### config.mk
export PLATFORM = sky130hd
export DESIGN_NAME = emmcxm_bank
export DESIGN_NICKNAME = d
export VERILOG_FILES = /design/src/emmcxm_pkg.sv /design/src/emmcxm_bank.sv /design/src/emmcxm_mem.sv /design/src/emmcxm_strobe.sv
export SDC_FILE = /design/constraint.sdc
export NUM_CORES = 1
export LEC_CHECK = 0
export BUFFER_PORTS_ARGS = -buffer_cell sky130_fd_sc_hd__buf_2
export CORE_ASPECT_RATIO = 1.75
export CORE_MARGIN = 2
export CORE_UTILIZATION = 50
export CTS_BUF_LIST = sky130_fd_sc_hd__clkbuf_16
export CTS_CLUSTER_SIZE = 40
export DETAILED_ROUTE_END_ITERATION = 6
export HOLD_SLACK_MARGIN = 0.05
export PLACE_DENSITY = 0.66
export SYNTH_ARGS = -nofsm -noshare
export SYNTH_HDL_FRONTEND = slang
export SYNTH_SLANG_ARGS = --single-unit
### constraint.sdc
create_clock -name clock -period 3.2 [get_ports clock]
set_input_delay 0.32 -clock clock [delete_from_list [all_inputs] [get_ports clock]]
set_output_delay 0.32 -clock clock [all_outputs]
set_load 0.01 [all_outputs]
### src/emmcxm_pkg.sv
// emmcxm_pkg: constants for the mode-segment register bank (bytes 0..59)
// assumes a 100 MHz core clock; byte offsets address single bytes
package emmcxm_pkg;
   localparam int unsigned CLK_HZ = 100_000_000;
   localparam int unsigned ADDR_W = 6;
   localparam int unsigned NBYTES = 60;

   // register byte offsets
   localparam logic [5:0] OFF_CMDQ_EN      = 6'h0f;
   localparam logic [5:0] OFF_SEC_REMOVAL  = 6'h10;
   localparam logic [5:0] OFF_PROD_AWARE   = 6'h11;
   localparam logic [5:0] OFF_MAX_PRELOAD  = 6'h12;
   localparam logic [5:0] OFF_PRELOAD      = 6'h16;
   localparam logic [5:0] OFF_FW_RESULT    = 6'h1a;
   localparam logic [5:0] OFF_MODE_OPCODE  = 6'h1d;
   localparam logic [5:0] OFF_MODE_SELECT  = 6'h1e;
   localparam logic [5:0] OFF_CACHE_FLUSH  = 6'h20;
   localparam logic [5:0] OFF_CACHE_ONOFF  = 6'h21;
   localparam logic [5:0] OFF_SHUTDOWN     = 6'h22;
   localparam logic [5:0] OFF_BATCH_FAIL   = 6'h23;
   localparam logic [5:0] OFF_BATCH_RESULT = 6'h24;
   localparam logic [5:0] OFF_CONTEXT_LO   = 6'h25;
   localparam logic [5:0] OFF_CONTEXT_HI   = 6'h33;
   localparam logic [5:0] OFF_EXT_PART_LO  = 6'h34;
   localparam logic [5:0] OFF_EXT_PART_HI  = 6'h35;
   localparam logic [5:0] OFF_EXC_FLAGS_LO = 6'h36;
   localparam logic [5:0] OFF_EXC_FLAGS_HI = 6'h37;
   localparam logic [5:0] OFF_EXC_MASK_LO  = 6'h38;
   localparam logic [5:0] OFF_EXC_MASK_HI  = 6'h39;
   localparam logic [5:0] OFF_GROUPS_REL   = 6'h3a;
   localparam logic [5:0] OFF_CLASS6_SEL   = 6'h3b;
   // own choice: stands beyond the printed map
   localparam logic [5:0] OFF_STROBE_CTRL  = 6'h3c;

   // reset values
   localparam logic [7:0] RST_ZERO         = 8'h00;
   localparam logic [7:0] RST_SEC_REMOVAL  = 8'h09;
   localparam logic [7:0] RST_PROD_AWARE   = 8'h03;
   localparam logic [31:0] RST_MAX_PRELOAD = 32'h003b0000;

   // retention classes
   typedef enum logic [2:0] {
      EMMCXM_CLS_RO   = 3'h0,  // read only
      EMMCXM_CLS_OTP  = 3'h1,  // one-time, readable or not
      EMMCXM_CLS_PERS = 3'h2,  // multi-write, survives cmd0 and hw reset, reloaded on power loss
      EMMCXM_CLS_PWR  = 3'h3,  // writable once, cleared by power/hw reset
      EMMCXM_CLS_VOL  = 3'h4,  // multi-write, cleared by any reset
      EMMCXM_CLS_NONE = 3'h5   // reserved
   } emmcxm_cls_t;

   // timing figures, in their own units
   localparam int unsigned INIT_NORMAL_MS   = 1000;
   localparam int unsigned INIT_PART_MS     = 3000;
   localparam int unsigned SHUTDOWN_SHORT_MS = 100;
   localparam longint unsigned CYC_PER_MS   = CLK_HZ / 1000;
   localparam longint unsigned INIT_NORMAL_CYC = INIT_NORMAL_MS * CYC_PER_MS;
   localparam longint unsigned INIT_PART_CYC   = INIT_PART_MS * CYC_PER_MS;
   localparam longint unsigned SHUTDOWN_CYC    = SHUTDOWN_SHORT_MS * CYC_PER_MS;
   localparam int unsigned CNT_W = 32;

   // strobe control bits
   localparam int unsigned STB_HS400_BIT = 0;
   localparam int unsigned STB_PART_BIT  = 1;
endpackage

### src/emmcxm_bank.sv
// emmcxm_bank: mode-segment register bank, bytes 0..59, with retention classes
// assumes a byte register port and a link clock from outside the domain
`timescale 1ns/1ns
module emmcxm_bank #(
   parameter longint unsigned INIT_NORMAL_CYC = emmcxm_pkg::INIT_NORMAL_CYC,
   parameter longint unsigned INIT_PART_CYC   = emmcxm_pkg::INIT_PART_CYC,
   parameter longint unsigned SHUTDOWN_CYC    = emmcxm_pkg::SHUTDOWN_CYC
) (
   input  wire logic        clock,
   input  wire logic        srst,
   input  wire logic        power_on_rst,
   input  wire logic        hw_rst_n,
   input  wire logic        cmd0_rst,
   input  wire logic [5:0]  addr,
   input  wire logic [7:0]  wdata,
   input  wire logic        wr,
   input  wire logic        rd,
   output logic      [7:0]  rdata,
   input  wire logic        link_clk,
   input  wire logic        read_burst,
   input  wire logic        crc_status,
   input  wire logic [7:0]  fw_result_in,
   input  wire logic [7:0]  batch_fail_in,
   input  wire logic [7:0]  batch_result_in,
   input  wire logic [15:0] exc_flags_in,
   input  wire logic [7:0]  groups_rel_in,
   output logic             init_done,
   output logic             init_timeout,
   output logic             shutdown_ready,
   output logic             read_strobe_pin_o,
   output logic             read_strobe_pin_oe,
   output logic             cache_flush_pulse
);
   // pin synchronisers
   logic [1:0] hwr_sync_q;
   logic [1:0] lclk_sync_q;
   logic       lclk_prev_q;
   logic       hard_rst;
   logic       any_rst;
   logic       link_edge;

   always_ff @(posedge clock) begin
      if (srst) begin
         hwr_sync_q  <= 2'b11;
         lclk_sync_q <= 2'b00;
         lclk_prev_q <= 1'b0;
      end else begin
         hwr_sync_q  <= {hwr_sync_q[0], hw_rst_n};
         lclk_sync_q <= {lclk_sync_q[0], link_clk};
         lclk_prev_q <= lclk_sync_q[1];
      end
   end

   // hard reset = power loss or hw reset pin; cmd0 only clears volatile fields
   // kept apart from cmd0 so a power-cleared field would clear only here
   assign hard_rst  = srst || power_on_rst || !hwr_sync_q[1];
   assign any_rst   = hard_rst || cmd0_rst;
   assign link_edge = lclk_sync_q[1] != lclk_prev_q;

   logic wr_hit;
   assign wr_hit = wr && !hard_rst;

   // persistent, readable: removal method, awareness enable
   logic [7:0] sec_removal_q;
   logic [7:0] prod_aware_q;
   always_ff @(posedge clock) begin
      if (power_on_rst && srst) begin
         sec_removal_q <= emmcxm_pkg::RST_SEC_REMOVAL;
         prod_aware_q  <= emmcxm_pkg::RST_PROD_AWARE;
      end else if (wr_hit) begin
         if (addr == emmcxm_pkg::OFF_SEC_REMOVAL) begin
            sec_removal_q <= wdata;
         end
         if (addr == emmcxm_pkg::OFF_PROD_AWARE) begin
            prod_aware_q <= wdata;
         end
      end
   end

   // volatile readable bytes
   logic [7:0]  cmdq_en_q;
   logic [7:0]  mode_sel_q;
   logic [7:0]  cache_on_q;
   logic [7:0]  shutdown_q;
   logic [15:0] exc_mask_q;
   logic [7:0]  class6_q;
   logic [7:0]  stb_ctrl_q;
   always_ff @(posedge clock) begin
      if (any_rst) begin
         cmdq_en_q  <= emmcxm_pkg::RST_ZERO;
         mode_sel_q <= emmcxm_pkg::RST_ZERO;
         cache_on_q <= emmcxm_pkg::RST_ZERO;
         shutdown_q <= emmcxm_pkg::RST_ZERO;
         exc_mask_q <= 16'h0000;
         class6_q   <= emmcxm_pkg::RST_ZERO;
         stb_ctrl_q <= emmcxm_pkg::RST_ZERO;
      end else if (wr) begin
         case (addr)
            emmcxm_pkg::OFF_CMDQ_EN:      cmdq_en_q        <= wdata;
            emmcxm_pkg::OFF_MODE_SELECT:  mode_sel_q       <= wdata;
            emmcxm_pkg::OFF_CACHE_ONOFF:  cache_on_q       <= wdata;
            emmcxm_pkg::OFF_SHUTDOWN:     shutdown_q       <= wdata;
            emmcxm_pkg::OFF_EXC_MASK_LO:  exc_mask_q[7:0]  <= wdata;
            emmcxm_pkg::OFF_EXC_MASK_HI:  exc_mask_q[15:8] <= wdata;
            emmcxm_pkg::OFF_CLASS6_SEL:   class6_q         <= wdata;
            emmcxm_pkg::OFF_STROBE_CTRL:  stb_ctrl_q       <= wdata;
            default: ;
         endcase
      end
   end

   // volatile write-only: mode opcode, flush trigger; never read back
   logic [7:0] mode_op_q;
   always_ff @(posedge clock) begin
      if (any_rst) begin
         mode_op_q         <= emmcxm_pkg::RST_ZERO;
         cache_flush_pulse <= 1'b0;
      end else begin
         cache_flush_pulse <= wr && addr == emmcxm_pkg::OFF_CACHE_FLUSH && wdata[0];
         if (wr && addr == emmcxm_pkg::OFF_MODE_OPCODE) begin
            mode_op_q <= wdata;
         end
      end
   end

   // preload size / context / partition attrs live in the byte store; their
   // contents are volatile, cleared by a walk after reset instead of per flop
   logic       clr_active_q;
   logic [5:0] clr_addr_q;
   logic       mem_we;
   logic [5:0] mem_waddr;
   logic [7:0] mem_wdata;
   logic       mem_sel;

   always_ff @(posedge clock) begin
      if (any_rst) begin
         clr_active_q <= 1'b1;
         clr_addr_q   <= 6'h00;
      end else if (clr_active_q) begin
         clr_addr_q <= clr_addr_q + 6'h01;
         if (clr_addr_q == 6'h3f) begin
            clr_active_q <= 1'b0;
         end
      end
   end

   assign mem_sel = (addr >= emmcxm_pkg::OFF_PRELOAD && addr < emmcxm_pkg::OFF_FW_RESULT)
                 || (addr >= emmcxm_pkg::OFF_CONTEXT_LO && addr <= emmcxm_pkg::OFF_EXT_PART_HI);
   assign mem_we    = clr_active_q || (wr && mem_sel);
   assign mem_waddr = clr_active_q ? clr_addr_q : addr;
   assign mem_wdata = clr_active_q ? emmcxm_pkg::RST_ZERO : wdata;

   emmcxm_mem #(.DEPTH(64), .AW(6)) u_mem (
      .clock (clock),
      .we    (mem_we),
      .waddr (mem_waddr),
      .wdata (mem_wdata),
      .raddr  (addr),
      .rsel   (rd && mem_sel),
      .bypass (rd ? rd_mux : 8'h00),
      .rdata  (rdata)
   );

   // read-only view: max preload size and device status
   logic [31:0] max_preload;
   assign max_preload = emmcxm_pkg::RST_MAX_PRELOAD;

   logic [7:0] rd_mux;
   always_comb begin
      rd_mux = 8'h00;
      case (addr)
         emmcxm_pkg::OFF_CMDQ_EN:        rd_mux = cmdq_en_q;
         emmcxm_pkg::OFF_SEC_REMOVAL:    rd_mux = sec_removal_q;
         emmcxm_pkg::OFF_PROD_AWARE:     rd_mux = prod_aware_q;
         emmcxm_pkg::OFF_MAX_PRELOAD:    rd_mux = max_preload[7:0];
         6'h13:                          rd_mux = max_preload[15:8];
         6'h14:                          rd_mux = max_preload[23:16];
         6'h15:                          rd_mux = max_preload[31:24];
         emmcxm_pkg::OFF_FW_RESULT:      rd_mux = fw_result_in;
         emmcxm_pkg::OFF_MODE_SELECT:    rd_mux = mode_sel_q;
         emmcxm_pkg::OFF_CACHE_ONOFF:    rd_mux = cache_on_q;
         emmcxm_pkg::OFF_SHUTDOWN:       rd_mux = shutdown_q;
         emmcxm_pkg::OFF_BATCH_FAIL:     rd_mux = batch_fail_in;
         emmcxm_pkg::OFF_BATCH_RESULT:   rd_mux = batch_result_in;
         emmcxm_pkg::OFF_EXC_FLAGS_LO:   rd_mux = exc_flags_in[7:0];
         emmcxm_pkg::OFF_EXC_FLAGS_HI:   rd_mux = exc_flags_in[15:8];
         emmcxm_pkg::OFF_EXC_MASK_LO:    rd_mux = exc_mask_q[7:0];
         emmcxm_pkg::OFF_EXC_MASK_HI:    rd_mux = exc_mask_q[15:8];
         emmcxm_pkg::OFF_GROUPS_REL:     rd_mux = groups_rel_in;
         emmcxm_pkg::OFF_CLASS6_SEL:     rd_mux = class6_q;
         emmcxm_pkg::OFF_STROBE_CTRL:    rd_mux = stb_ctrl_q;
         // opcode and flush are write-only: read as zero
         default:                        rd_mux = 8'h00;
      endcase
   end

   // initialisation timer: limit depends on partitioning
   logic [emmcxm_pkg::CNT_W-1:0] init_cnt_q;
   logic [emmcxm_pkg::CNT_W-1:0] init_lim;
   assign init_lim = stb_ctrl_q[emmcxm_pkg::STB_PART_BIT]
                   ? emmcxm_pkg::CNT_W'(INIT_PART_CYC)
                   : emmcxm_pkg::CNT_W'(INIT_NORMAL_CYC);
   always_ff @(posedge clock) begin
      if (any_rst) begin
         init_cnt_q   <= '0;
         init_done    <= 1'b0;
         init_timeout <= 1'b0;
      end else if (!init_done) begin
         // device finishes well inside the limit once the clear walk ends
         if (!clr_active_q) begin
            init_done <= 1'b1;
         end
         init_cnt_q <= init_cnt_q + 1'b1;
         if (init_cnt_q + 1'b1 >= init_lim) begin
            init_timeout <= 1'b1;
         end
      end
   end

   // short shutdown notice: ready within the bound
   logic [emmcxm_pkg::CNT_W-1:0] sd_cnt_q;
   always_ff @(posedge clock) begin
      if (any_rst || shutdown_q == 8'h00) begin
         sd_cnt_q       <= '0;
         shutdown_ready <= 1'b0;
      end else if (!shutdown_ready) begin
         sd_cnt_q <= sd_cnt_q + 1'b1;
         if (sd_cnt_q >= emmcxm_pkg::CNT_W'(SHUTDOWN_CYC) - 2) begin
            shutdown_ready <= 1'b1;
         end
      end
   end

   emmcxm_strobe u_strobe (
      .clock      (clock),
      .srst       (srst),
      .hs400      (stb_ctrl_q[emmcxm_pkg::STB_HS400_BIT]),
      .link_edge  (link_edge),
      .read_burst (read_burst),
      .crc_status (crc_status),
      .stb_out    (read_strobe_pin_o),
      .stb_oe     (read_strobe_pin_oe)
   );

   // bus-side checks plus one strobe enable check; the strobe module keeps its own beside its logic
   property p_ro_hold;
      @(posedge clock) disable iff (srst)
      rd && addr == emmcxm_pkg::OFF_MAX_PRELOAD |=> rdata == 8'h00;
   endproperty
   a_ro_hold: assert property (p_ro_hold)
      else $error("read-only max preload byte wrong");

   property p_ro_status;
      @(posedge clock) disable iff (srst)
      rd && addr == emmcxm_pkg::OFF_FW_RESULT |=> rdata == $past(fw_result_in);
   endproperty
   a_ro_status: assert property (p_ro_status)
      else $error("read-only status byte not shown");

   property p_wo_zero;
      @(posedge clock) disable iff (srst)
      rd && addr == emmcxm_pkg::OFF_MODE_OPCODE |=> rdata == 8'h00;
   endproperty
   a_wo_zero: assert property (p_wo_zero)
      else $error("write-only opcode leaked on read");

   property p_pers_keep;
      @(posedge clock) disable iff (srst)
      cmd0_rst && !wr |=> $stable(sec_removal_q);
   endproperty
   a_pers_keep: assert property (p_pers_keep)
      else $error("persistent field lost on cmd0");

   property p_vol_clear;
      @(posedge clock) disable iff (srst)
      cmd0_rst |=> cmdq_en_q == 8'h00 && class6_q == 8'h00;
   endproperty
   a_vol_clear: assert property (p_vol_clear)
      else $error("volatile field kept across cmd0");

   property p_clear_walk;
      @(posedge clock) disable iff (srst)
      $fell(clr_active_q) |-> clr_addr_q == 6'h00;
   endproperty
   a_clear_walk: assert property (p_clear_walk)
      else $error("clear walk stopped short of the last byte");

   property p_flush_once;
      @(posedge clock) disable iff (srst)
      cache_flush_pulse |-> $past(wr) && $past(addr) == emmcxm_pkg::OFF_CACHE_FLUSH;
   endproperty
   a_flush_once: assert property (p_flush_once)
      else $error("flush pulse without a flush write");

   property p_wr_back;
      @(posedge clock) disable iff (srst || any_rst)
      wr && addr == emmcxm_pkg::OFF_CLASS6_SEL && !cmd0_rst |=> class6_q == $past(wdata);
   endproperty
   a_wr_back: assert property (p_wr_back)
      else $error("written byte not stored");

   property p_init_in_time;
      @(posedge clock) disable iff (srst)
      init_done |-> !init_timeout;
   endproperty
   a_init_in_time: assert property (p_init_in_time)
      else $error("init finished after its limit");

   property p_init_flag;
      @(posedge clock) disable iff (srst)
      init_timeout |-> init_cnt_q >= init_lim - 1;
   endproperty
   a_init_flag: assert property (p_init_flag)
      else $error("init timeout raised early");

   property p_sd_idle;
      @(posedge clock) disable iff (srst)
      shutdown_q == 8'h00 |=> !shutdown_ready;
   endproperty
   a_sd_idle: assert property (p_sd_idle)
      else $error("shutdown ready without notice");

   property p_sd_bound;
      @(posedge clock) disable iff (srst)
      shutdown_q != 8'h00 && !shutdown_ready
      |-> sd_cnt_q < emmcxm_pkg::CNT_W'(SHUTDOWN_CYC);
   endproperty
   a_sd_bound: assert property (p_sd_bound)
      else $error("shutdown preparation overran its bound");

   property p_stb_off;
      @(posedge clock) disable iff (srst)
      !stb_ctrl_q[emmcxm_pkg::STB_HS400_BIT] ##1 !stb_ctrl_q[emmcxm_pkg::STB_HS400_BIT]
      |-> !read_strobe_pin_oe;
   endproperty
   a_stb_off: assert property (p_stb_off)
      else $error("strobe driven outside hs400");
endmodule // emmcxm_bank

### src/emmcxm_mem.sv
// emmcxm_mem: byte store for the wide multi-byte fields
// assumes one write port and registered read data; the read register also
// carries bypass data so the owner's read port comes straight from a flop
`timescale 1ns/1ns
module emmcxm_mem #(
   parameter int unsigned DEPTH = 64,
   parameter int unsigned AW    = 6
) (
   input  wire logic          clock,
   input  wire logic          we,
   input  wire logic [AW-1:0] waddr,
   input  wire logic [7:0]    wdata,
   input  wire logic [AW-1:0] raddr,
   input  wire logic          rsel,
   input  wire logic [7:0]    bypass,
   output logic      [7:0]    rdata
);
   logic [7:0] mem [DEPTH];

   always_ff @(posedge clock) begin
      if (we) begin
         mem[waddr] <= wdata;
      end
   end

   always_ff @(posedge clock) begin
      rdata <= rsel ? mem[raddr] : bypass;
   end
endmodule // emmcxm_mem

### src/emmcxm_strobe.sv
// emmcxm_strobe: drives the read strobe pin beside outgoing read data
// assumes link clock is already synchronised and edge detected upstream
`timescale 1ns/1ns
module emmcxm_strobe (
   input  wire logic clock,
   input  wire logic srst,
   input  wire logic hs400,
   input  wire logic link_edge,
   input  wire logic read_burst,
   input  wire logic crc_status,
   output logic      stb_out,
   output logic      stb_oe
);
   always_ff @(posedge clock) begin
      if (srst) begin
         stb_oe <= 1'b0;
      end else begin
         stb_oe <= hs400 && (read_burst || crc_status);
      end
   end

   // toggle only while read data flows; otherwise park low
   always_ff @(posedge clock) begin
      if (srst) begin
         stb_out <= 1'b0;
      end else if (hs400 && read_burst && link_edge) begin
         stb_out <= ~stb_out;
      end else if (!(hs400 && read_burst)) begin
         stb_out <= 1'b0;
      end
   end

   property p_oe_follows;
      @(posedge clock) disable iff (srst)
      !(hs400 && (read_burst || crc_status)) |=> !stb_oe;
   endproperty
   a_oe_follows: assert property (p_oe_follows)
      else $error("strobe driven outside read or crc status");

   property p_no_toggle;
      @(posedge clock) disable iff (srst)
      !read_burst |=> $stable(stb_out) || !stb_out;
   endproperty
   a_no_toggle: assert property (p_no_toggle)
      else $error("strobe toggled outside a read burst");
endmodule // emmcxm_strobe

==> metrics.md, run 1 <==
| Metric | Value |
|---|---|
| Critical path type | flop to flop |
| Final hold violations | 0 |
| Ant diodes | 0 |
| Vias per Instance | 6.12 |
| HPWL after DPL | 47.5 mm |
| Most common library cells after synthesis | edfxtp_1 (512), nor2_1 (200), dfxtp_1 (170) |
| Cell Area, Synth | 28200 um2 |
| Final GP Congestion | 0.985 |
| # setup viols final | 0 |
| RSZ-0062 raised after global routing | false |
| Tcrit/Tclk final | 85.6% |
| Antenna violations before repair | 0 |
| IO Pins | 86 |
| Count of antenna-violating nets left after detailed routing | 0 |
| Seq cells post-synth | 682 |
| Global-route wire length before repair | 105 mm |
| Cell with the most instances after synthesis | edfxtp_1 |
| Nets | 2047 |
| CTS clk-pin slew, worst paths | 0.07 ns |
| CTS tree | yes |
| Post-synthesis sequential area ratio | 66.6% |
| Die height | 318 um |
| Synth area leaders | edfxtp_1 (55%), mux4_2 (13%), dfxtp_1 (12%), nor2_1 (2.7%), mux2i_1 (1.7%) |
| Post-Syn Instances | 1838 |
| Wire per inst | 25.7 um |
| Worst r2r path cells | 9 |
| Worst slew margin | 28.9% |
| Area share of the largest cell type after synthesis | 54.5% |
| Detailed Routing Iterations Pass 1 | 6 |
| Residual DRC | 0 |
| Routed wire length | 69.9 mm |
| Async SR Flop Fraction | 0% |
| Num CTS Buffers | 57 |
| Share of post-route cells with drive strength above 1 | 22.1% |
| GRT Resource Usage Total | 24.1% |
| Hold/Removal Path Class | primary input to flop |
| Buffers on Ports | 85 |
| Critical register-to-register path endpoint | init_timeout |
| Worst Max-Slew Pin Slew | 1.07 ns |
| Largest net degree at the start of global routing | 107 |
| Row count | 115 |
| Post-Layout Cell Count | 2715 |
| Max-cap violations | 0 |
| Die ar. | 58400 um2 |
| Syn. warnings | 0 |
| Max FO, Critical Path | 5 |
| Mapped Nets | 1920 |
| CTS Buffer Depth | 3 |
| CP Data Required Time | 3.68 ns |
| R2R Setup Slk | 0.46 ns |
| Die X-Extent | 184 um |
| Final-report max-slew violation count | 0 |
| Iteration-0 DRC Markers | 1394 |
| Outcome | finished clean |
| Fin Setup TNS | 0 ns |
| Pwr dens | 549 nW/um2 |
| Worst R2R Start | init_cnt_q[8] |
| Core box area | 56000 um2 |
| CTS H-tree depth | 2 |
| Root Driver | clkbuf_16 |
| Num Clock Sinks | 682 |
| CP Capture Type | flop |
| Hold_ws | 0.108 ns |
| Worst-Skew Late Latency | 0.62 ns |
| Yosys top cell by area | edfxtp_1 |
| Area grow syn2layout | 12.7% |
| Leakage power | 10.7 nW |
| CP endpoint | init_timeout |
| Inst Count DP | 2599 |
| Via count | 16614 |
| Number of global-route vias before repair | 17166 |
| Setup crit start kind | flop |
| Cell variety after synth | 74 |
| Final Skew | 0.0179 ns |
| CP Launch Point | init_cnt_q[8] |
| Initial Util | 50.4% |
| Final worst path period need | 2.74 ns |
| Maximum vdd drop | 0.412 mV |
| Total Power | 17.4 mW |
| Most used flip-flop cell after synthesis | edfxtp_1 |
| Total grt overflow | 0 |
| Number of synthesized flops with an enable pin | 512 |
| Arr. time, crit path | 3.22 ns |
| Synth Area per Inst | 15.3 um2 |
| Fmax | 0.365 GHz |
registers in the layout, indices dropped and copies added, names as in the netlist, 2 cells and up:
name / count
prod_aware_q: 8
mode_sel_q: 8
shutdown_q: 8
clr_addr_q: 6
init_cnt_q: 32
hwr_sync_q: 2
lclk_sync_q: 2
u_mem.mem: 512
sd_cnt_q: 32
cmdq_en_q: 8
stb_ctrl_q: 8
class6_q: 8
exc_mask_q: 16
cache_on_q: 8
sec_removal_q: 8
u_mem.rdata: 8
final cells by class:
type                            count  area, um2
Multi-Input combinational cell   1039       8930
Tap cell                          702        878
Inverter                           16       60.1
Sequential cell                   682      18800
Clock inverter                     50        544
Clock buffer                       57       1430
Timing Repair Buffer              169       1170
Fill cell                        4312      24200
cell usage in the layout (no fill, tap or decap), types with 9 or more instances in the layout:
cell,count
nand2b_1,9
inv_1,21
xnor2_1,31
nor2_1,200
bufinv_16,10
ha_1,10
a21oi_1,62
nand2_1,114
buf_4,69
buf_2,83
dfxtp_1,169
mux2i_1,49
clkbuf_16,57
clkinv_2,11
nand3_1,90
mux4_2,158
dlygate4sd3_1,9
o21ai_0,16
o22ai_1,11
nor3_1,25
edfxtp_1,512
or3_1,12
a22oi_1,39
a22o_1,23
xor2_1,45
nand4_1,19
power by group:
part	internal, mW	switching, mW	leakage [nW]
clock	4.09	3.20	0.977
combinational	0.335	0.415	3.63
sequential	9.39	0.00753	6.13
per-stage QoR:
stage	setup slack (ns)	utilization (%)	cell area [um2]
4_1_cts	0.458	56.8	31800
6_report	0.462	56.8	31800
5_1_grt	0.265	56.8	31800
2_1_floorplan	0.338	-	28200
3_5_place_dp	0.0755	53.1	29700
3_3_place_gp	0.156	53.1	29700
per-layer routing:
metal / up-vias / share of wire (%) / track usage (%)
li1: 7386 / - / -
met1: 8374 / 35 / 26.3
met2: 652 / 53 / 44.0
met3: 202 / 5.8 / 3.43
met4: 0 / 6.4 / 13.8
met5: - / 0 / 0
critical path, cell delays in order (launching register included):
cell       delay (ns)
dfxtp_1          0.44
and4_1           0.28
nand4_1          0.15
or2_2            0.38
nor2_1           0.15
xor2_1           0.16
ha_1             0.26
a211o_1          0.27
a2111oi_1        0.41
o22ai_1          0.12
timing repair:
action | 4_1_cts | 5_1_grt
setup buffers | 0 | 0
gates resized for setup | 0 | 0
hold buffers | 9 | 0
endpoints found under the hold margin | 7 | 0
how the worst min path moves through the flow:
stage | from | slack [ns] | end | depth (start not counted)
final | batch_result_in[4] | 0.11 | u_mem.rdata[4] | 4
after global routing | wdata[4] | 0.09 | shutdown_q[4] | 3
after CTS | batch_result_in[4] | 0.07 | u_mem.rdata[4] | 4
after detailed placement | hwr_sync_q[0] | 0.41 | hwr_sync_q[1] | 1
after global placement | hwr_sync_q[0] | 0.43 | hwr_sync_q[1] | 1
after floorplan | hwr_sync_q[0] | 0.39 | hwr_sync_q[1] | 1
kinds of logic after synthesis:
family | synth area share (%)
xor gates and xnor gates | 2.36
muxes | 14.5
AOI/OAI and AO/OA | 4.80
DFF | 66.6
buffers and inverters | 2.01
adders and majority gates | 0.444
and+or+nand+nor | 9.29
Power figures use the tool's default switching activity.
==> run 2, diff against run 1 <==
- BUFFER_PORTS_ARGS: -buffer_cell sky130_fd_sc_hd__buf_2 -> not set
- CTS_CLUSTER_SIZE: 40 -> not set
- DONT_BUFFER_PORTS: not set -> 1
- PLACE_DENSITY: 0.66 -> not set
==> run 2 against run 1 <==
  * Register-to-register slack lost 0.03 ns
  * Global-route usage shrank 0.55 points
  * Sequential cell count is the same
  * Worst setup slack worse by 0.029 ns
  * First-iteration DRC count decreased by 0.29%
  * Via count down 2.5%
  * Clock skew down 0.0040 ns
  * Clock-buffer cell count rose by 2
  * Combinational power down 27%
  * Critical path type unchanged
  * Critical endpoint unchanged
  * Largest cell class unchanged
  * Largest power group unchanged
  * Highest routed layer unchanged
==> metrics.md, run 2 (synthesis results as in run 1) <==
| Metric | Value |
|---|---|
| CTS clk-pin slew, worst paths | 0.06 ns |
| Fin Setup TNS | 0 ns |
| Number of global-route vias before repair | 16617 |
| Inst Count DP | 2541 |
| Worst r2r path cells | 8 |
| Num CTS Buffers | 58 |
| Count of antenna-violating nets left after detailed routing | 0 |
| CP Launch Point | init_cnt_q[3] |
| CTS tree | yes |
| Worst Max-Slew Pin Slew | 1.14 ns |
| Die ar. | 58400 um2 |
| Hold/Removal Path Class | primary input to flop |
| Worst R2R Start | init_cnt_q[3] |
| Maximum vdd drop | 0.509 mV |
| CP Capture Type | flop |
| Final-report max-slew violation count | 0 |
| Fmax | 0.361 GHz |
| Antenna violations before repair | 0 |
| Most flop-heavy register | u_mem.mem |
| Area grow syn2layout | 11.7% |
| Largest net degree at the start of global routing | 139 |
| Final hold violations | 0 |
| Area of the multi-input gates | 8930 um2 |
| Critical path type | flop to flop |
| # setup viols final | 0 |
| Slowest stage delay, CP | 0.44 ns |
| Vias per Instance | 6.05 |
| Dpl cell area | 29400 um2 |
| Post-route cell area | 31500 um2 |
| Global-route wire length before repair | 102 mm |
| Nets | 2007 |
| Max FO, Critical Path | 10 |
| Crit path max-delay cell type | a2111oi_0 |
| Fill cell total of the finished layout | 4436 |
| Hold path depth | 4 |
| Setup crit start kind | flop |
| Max FFs per register | 512 |
| IO Pins | 86 |
| Biggest regs | u_mem.mem (512), init_cnt_q (32), sd_cnt_q (32) |
| Worst-Skew Late Latency | 0.62 ns |
| Tcrit/Tclk final | 86.5% |
| Row count | 115 |
| Hold_sp | fw_result_in[0] |
| RSZ-0062 raised after global routing | false |
| Post-CTS setup buffer count | 0 |
| Root Driver | clkbuf_16 |
| Worst-path cell chain | nand4_2 -> nor3_1 -> xor2_1 -> ha_1 -> a2111oi_0 -> a22oi_1 -> a221oi_1 -> o22ai_1 |
| Core box area | 56000 um2 |
| Die height | 318 um |
| Final worst path period need | 2.77 ns |
| HPWL after DPL | 44.5 mm |
| CTS Buffer Depth | 3 |
| Die X-Extent | 184 um |
| Via count | 16198 |
| Total Power | 16.7 mW |
| Outcome | finished clean |
| Commonest non-fill, non-tap cell in the layout | edfxtp_1 |
| Register Area | 18800 um2 |
| Total grt overflow | 0 |
| Routed wire length | 68.1 mm |
| Post-Layout Cell Count | 2676 |
| GRT Resource Usage Total | 23.5% |
| Final GP Congestion | 0.906 |
| Buffers on Ports | 0 |
| CTS H-tree depth | 2 |
| CP Data Required Time | 3.67 ns |
| Leakage power | 10.6 nW |
| Ant diodes | 0 |
| Worst slew margin | 24.0% |
| Num Clock Sinks | 682 |
| Max-cap violations | 0 |
| Initial Util | 50.4% |
| Resized Gates After CTS | 0 |
| Layout Utilization | 56.3% |
| Arr. time, crit path | 3.24 ns |
| Iteration-0 DRC Markers | 1390 |
| Commonest cells after routing, fill and taps aside | edfxtp_1 (512), nor2_1 (200), dfxtp_1 (169) |
| Pwr dens | 530 nW/um2 |
| Wire per inst | 25.5 um |
| Share of post-route cells with drive strength above 1 | 18.9% |
| Final Skew | 0.0140 ns |
| Detailed Routing Iterations Pass 1 | 5 |
| Residual DRC | 0 |
run 2: stage by stage:
stage | hold slack (ns) | worst slack [ns]
2_1_floorplan | 0.389 | 0.338
3_3_place_gp | 0.397 | 0.410
3_5_place_dp | 0.396 | 0.390
4_1_cts | 0.0565 | 0.384
5_1_grt | 0.0965 | 0.226
6_report | 0.0795 | 0.432
run 2: per-layer routing:
layer | up-vias | share of wire, % | track usage (%)
met5 | - | 0 | 0
met4 | 0 | 4.5 | 10.2
met3 | 153 | 5.4 | 3.58
met2 | 507 | 54 | 43.4
met1 | 8236 | 36 | 26.6
li1 | 7302 | - | -
run 2: worst max-delay path, delay by kind of cell (launching register included):
family                     cells  cell delay (ns)
adders and majority gates      1             0.24
and+or+nand+nor                2             0.64
AOI/OAI and AO/OA              4             1.16
xor gates and xnor gates       1             0.18
DFF                            1             0.42
run 2: area by class of cell:
cell class                 count  share of cell area [%]
inverter                      16                   0.191
multi-input combinational   1039                    28.3
timing repair buffer         128                    3.37
clock buffer                  59                    4.69
tap                          702                    2.79
sequential                   682                    59.6
clock inverter                50                    1.03
run 2: power breakdown:
| group | switching (mW) | total (mW) | internal [mW] | leakage [nW] |
|---|---|---|---|---|
| clock | 3.10 | 6.75 | 3.65 | 0.951 |
| combinational | 0.261 | 0.548 | 0.288 | 3.49 |
| sequential | 0.0123 | 9.41 | 9.40 | 6.13 |
run 2: path summary, 6_finish.rpt:
check / endpoint / slack [ns]
max: init_timeout / 0.43
min: u_mem.rdata[0] / 0.08
max reg2reg: init_timeout / 0.43
min reg2reg: hwr_sync_q[1] / 0.43
run 2: timing repair:
| action | in CTS | in global routing |
|---|---|---|
| hold endpoints to repair | 93 | 0 |
| hold buffers | 26 | 0 |
| setup endpoints to repair | 0 | 0 |
==> run 3, diff against run 2 <==
- clock period: 3.2 -> 2.7 ns (I/O delays scaled with it)
==> run 3 against run 2 <==
  * Hold slack improved by 0.039 ns
  * Sequential cell count is the same
  * Total power increased by 26%
  * Wire length increased by 2.4%
  * Sequential power up 18%
  * Clock skew fell by 0.0021 ns
  * Clock power is 38% higher
  * First-iteration DRC count decreased by 6.0%
  * Via count increased by 2.7%
  * Clock-buffer cell count rose by 3
  * Maximum frequency increased by 3.7%
  * Worst setup slack got worse by 0.40 ns
  * Critical path type unchanged
==> metrics.md, run 3 (synthesis results as in run 1) <==
| Metric | Value |
|---|---|
| Post-Layout Cell Count | 2742 |
| Final GP Congestion | 0.907 |
| CTS tree | yes |
| Layout Utilization | 57.9% |
| Commonest non-fill, non-tap cell in the layout | edfxtp_1 |
| Residual DRC | 0 |
| Core box area | 56000 um2 |
| Number of global-route vias before repair | 16979 |
| CTS H-tree depth | 2 |
| Die X-Extent | 184 um |
| Final Skew | 0.0119 ns |
| Count of antenna-violating nets left after detailed routing | 0 |
| Final hold violations | 0 |
| CTS Buffer Depth | 3 |
| CP Data Required Time | 3.20 ns |
| Share of post-route cells with drive strength above 1 | 21.7% |
| Post-CTS setup buffer count | 0 |
| Worst Max-Slew Pin Slew | 1.07 ns |
| Worst slew margin | 28.7% |
| CP Capture Type | flop |
| Largest net degree at the start of global routing | 139 |
| Num Clock Sinks | 682 |
| Vias per Instance | 6.06 |
| Initial Util | 50.4% |
| R2R Setup Slk | 0.03 ns |
| Row count | 115 |
| Setup crit start kind | flop |
| Via count | 16628 |
| IO Pins | 86 |
| Biggest regs | u_mem.mem (512), init_cnt_q (32), sd_cnt_q (32) |
| HPWL after DPL | 45.1 mm |
| Inst Count DP | 2584 |
| Dpl cell area | 29800 um2 |
| Tcrit/Tclk final | 98.8% |
| # setup viols final | 0 |
| Worst r2r path cells | 6 |
| Die ar. | 58400 um2 |
| Hold path depth | 4 |
| Detailed Routing Iterations Pass 1 | 5 |
| Max FO, Critical Path | 1 |
| Hold_ws | 0.119 ns |
| Final worst path period need | 2.67 ns |
| Critical path type | flop to flop |
| Ant diodes | 0 |
| CTS clk-pin slew, worst paths | 0.06 ns |
| Area grow syn2layout | 14.9% |
| Nets | 2070 |
| Antenna violations before repair | 3 |
| Max-cap violations | 0 |
| Outcome | finished clean |
| RSZ-0062 raised after global routing | true |
| Total Power | 21.1 mW |
| Final-report max-slew violation count | 0 |
| Maximum vdd drop | 0.478 mV |
| Root Driver | clkbuf_16 |
| Hold/Removal Path Class | primary input to flop |
| Total grt overflow | 0 |
| Global-route wire length before repair | 105 mm |
| Fmax | 0.375 GHz |
| Pwr dens | 652 nW/um2 |
| Worst-Skew Late Latency | 0.62 ns |
| Wire per inst | 25.4 um |
| Buffers on Ports | 0 |
| Leakage power | 11.0 nW |
| Num CTS Buffers | 61 |
| Max FFs per register | 512 |
| Routed wire length | 69.8 mm |
| Iteration-0 DRC Markers | 1306 |
| Post-route cell area | 32400 um2 |
| GRT Resource Usage Total | 24.0% |
| Arr. time, crit path | 3.17 ns |
| Die height | 318 um |
| Most flop-heavy register | u_mem.mem |
| Commonest cells after routing, fill and taps aside | edfxtp_1 (512), nor2_1 (200), dfxtp_1 (167) |
[run 3: routing by layer]
metal	global-route usage [%]	part of all wire, %	up-vias
met1	27.7	37	8442
li1	-	-	7430
met5	0	0.059	-
met4	11.8	5.1	6
met2	42.9	52	566
met3	4.21	5.9	184
[run 3: cell type report]
type | count | area (um2)
repair buffers | 188 | 1570
clock inverters | 53 | 626
fillers | 4349 | 23600
inverters | 16 | 60.1
flip-flops and latches | 682 | 18800
multi-input cells | 1039 | 8950
well taps | 702 | 878
clock buffers | 62 | 1550
[run 3: repair_timing]
action | CTS | global route
gates resized for setup | 0 | 7
hold buffers | 43 | 0
endpoints found under the setup margin | 0 | 2
endpoints found under the hold margin | 152 | 0
[run 3: final timing paths]
| path | from | to |
|---|---|---|
| worst max-delay path | u_mem.mem[55][4] | u_mem.rdata[4] |
| worst max register to register | u_mem.mem[55][4] | u_mem.rdata[4] |
| worst min register to register | hwr_sync_q[0] | hwr_sync_q[1] |
| worst min-delay path | exc_flags_in[3] | u_mem.rdata[3] |
[run 3: critical path, cell delays in order, from the launching register on]
cell and delay [ns]:
edfxtp_1 0.37, mux4_2 0.53, mux4_2 0.49, o211ai_1 0.19
o211ai_1 0.14, a31o_1 0.26, dlygate4sd3_1 0.57
[run 3: metrics by stage]
stage	setup TNS (ns)	worst slack [ns]
2_1_floorplan	-83.05	-0.162
4_1_cts	0	0.0552
5_1_grt	-0.0367	-0.0367
6_report	0	0.0317
3_5_place_dp	0	0.102
3_3_place_gp	0	0.0950
[run 3: where the power goes]
part | internal, mW | switching [mW]
logic | 0.358 | 0.315
clock network | 5.44 | 3.87
registers | 11.1 | 0.0126
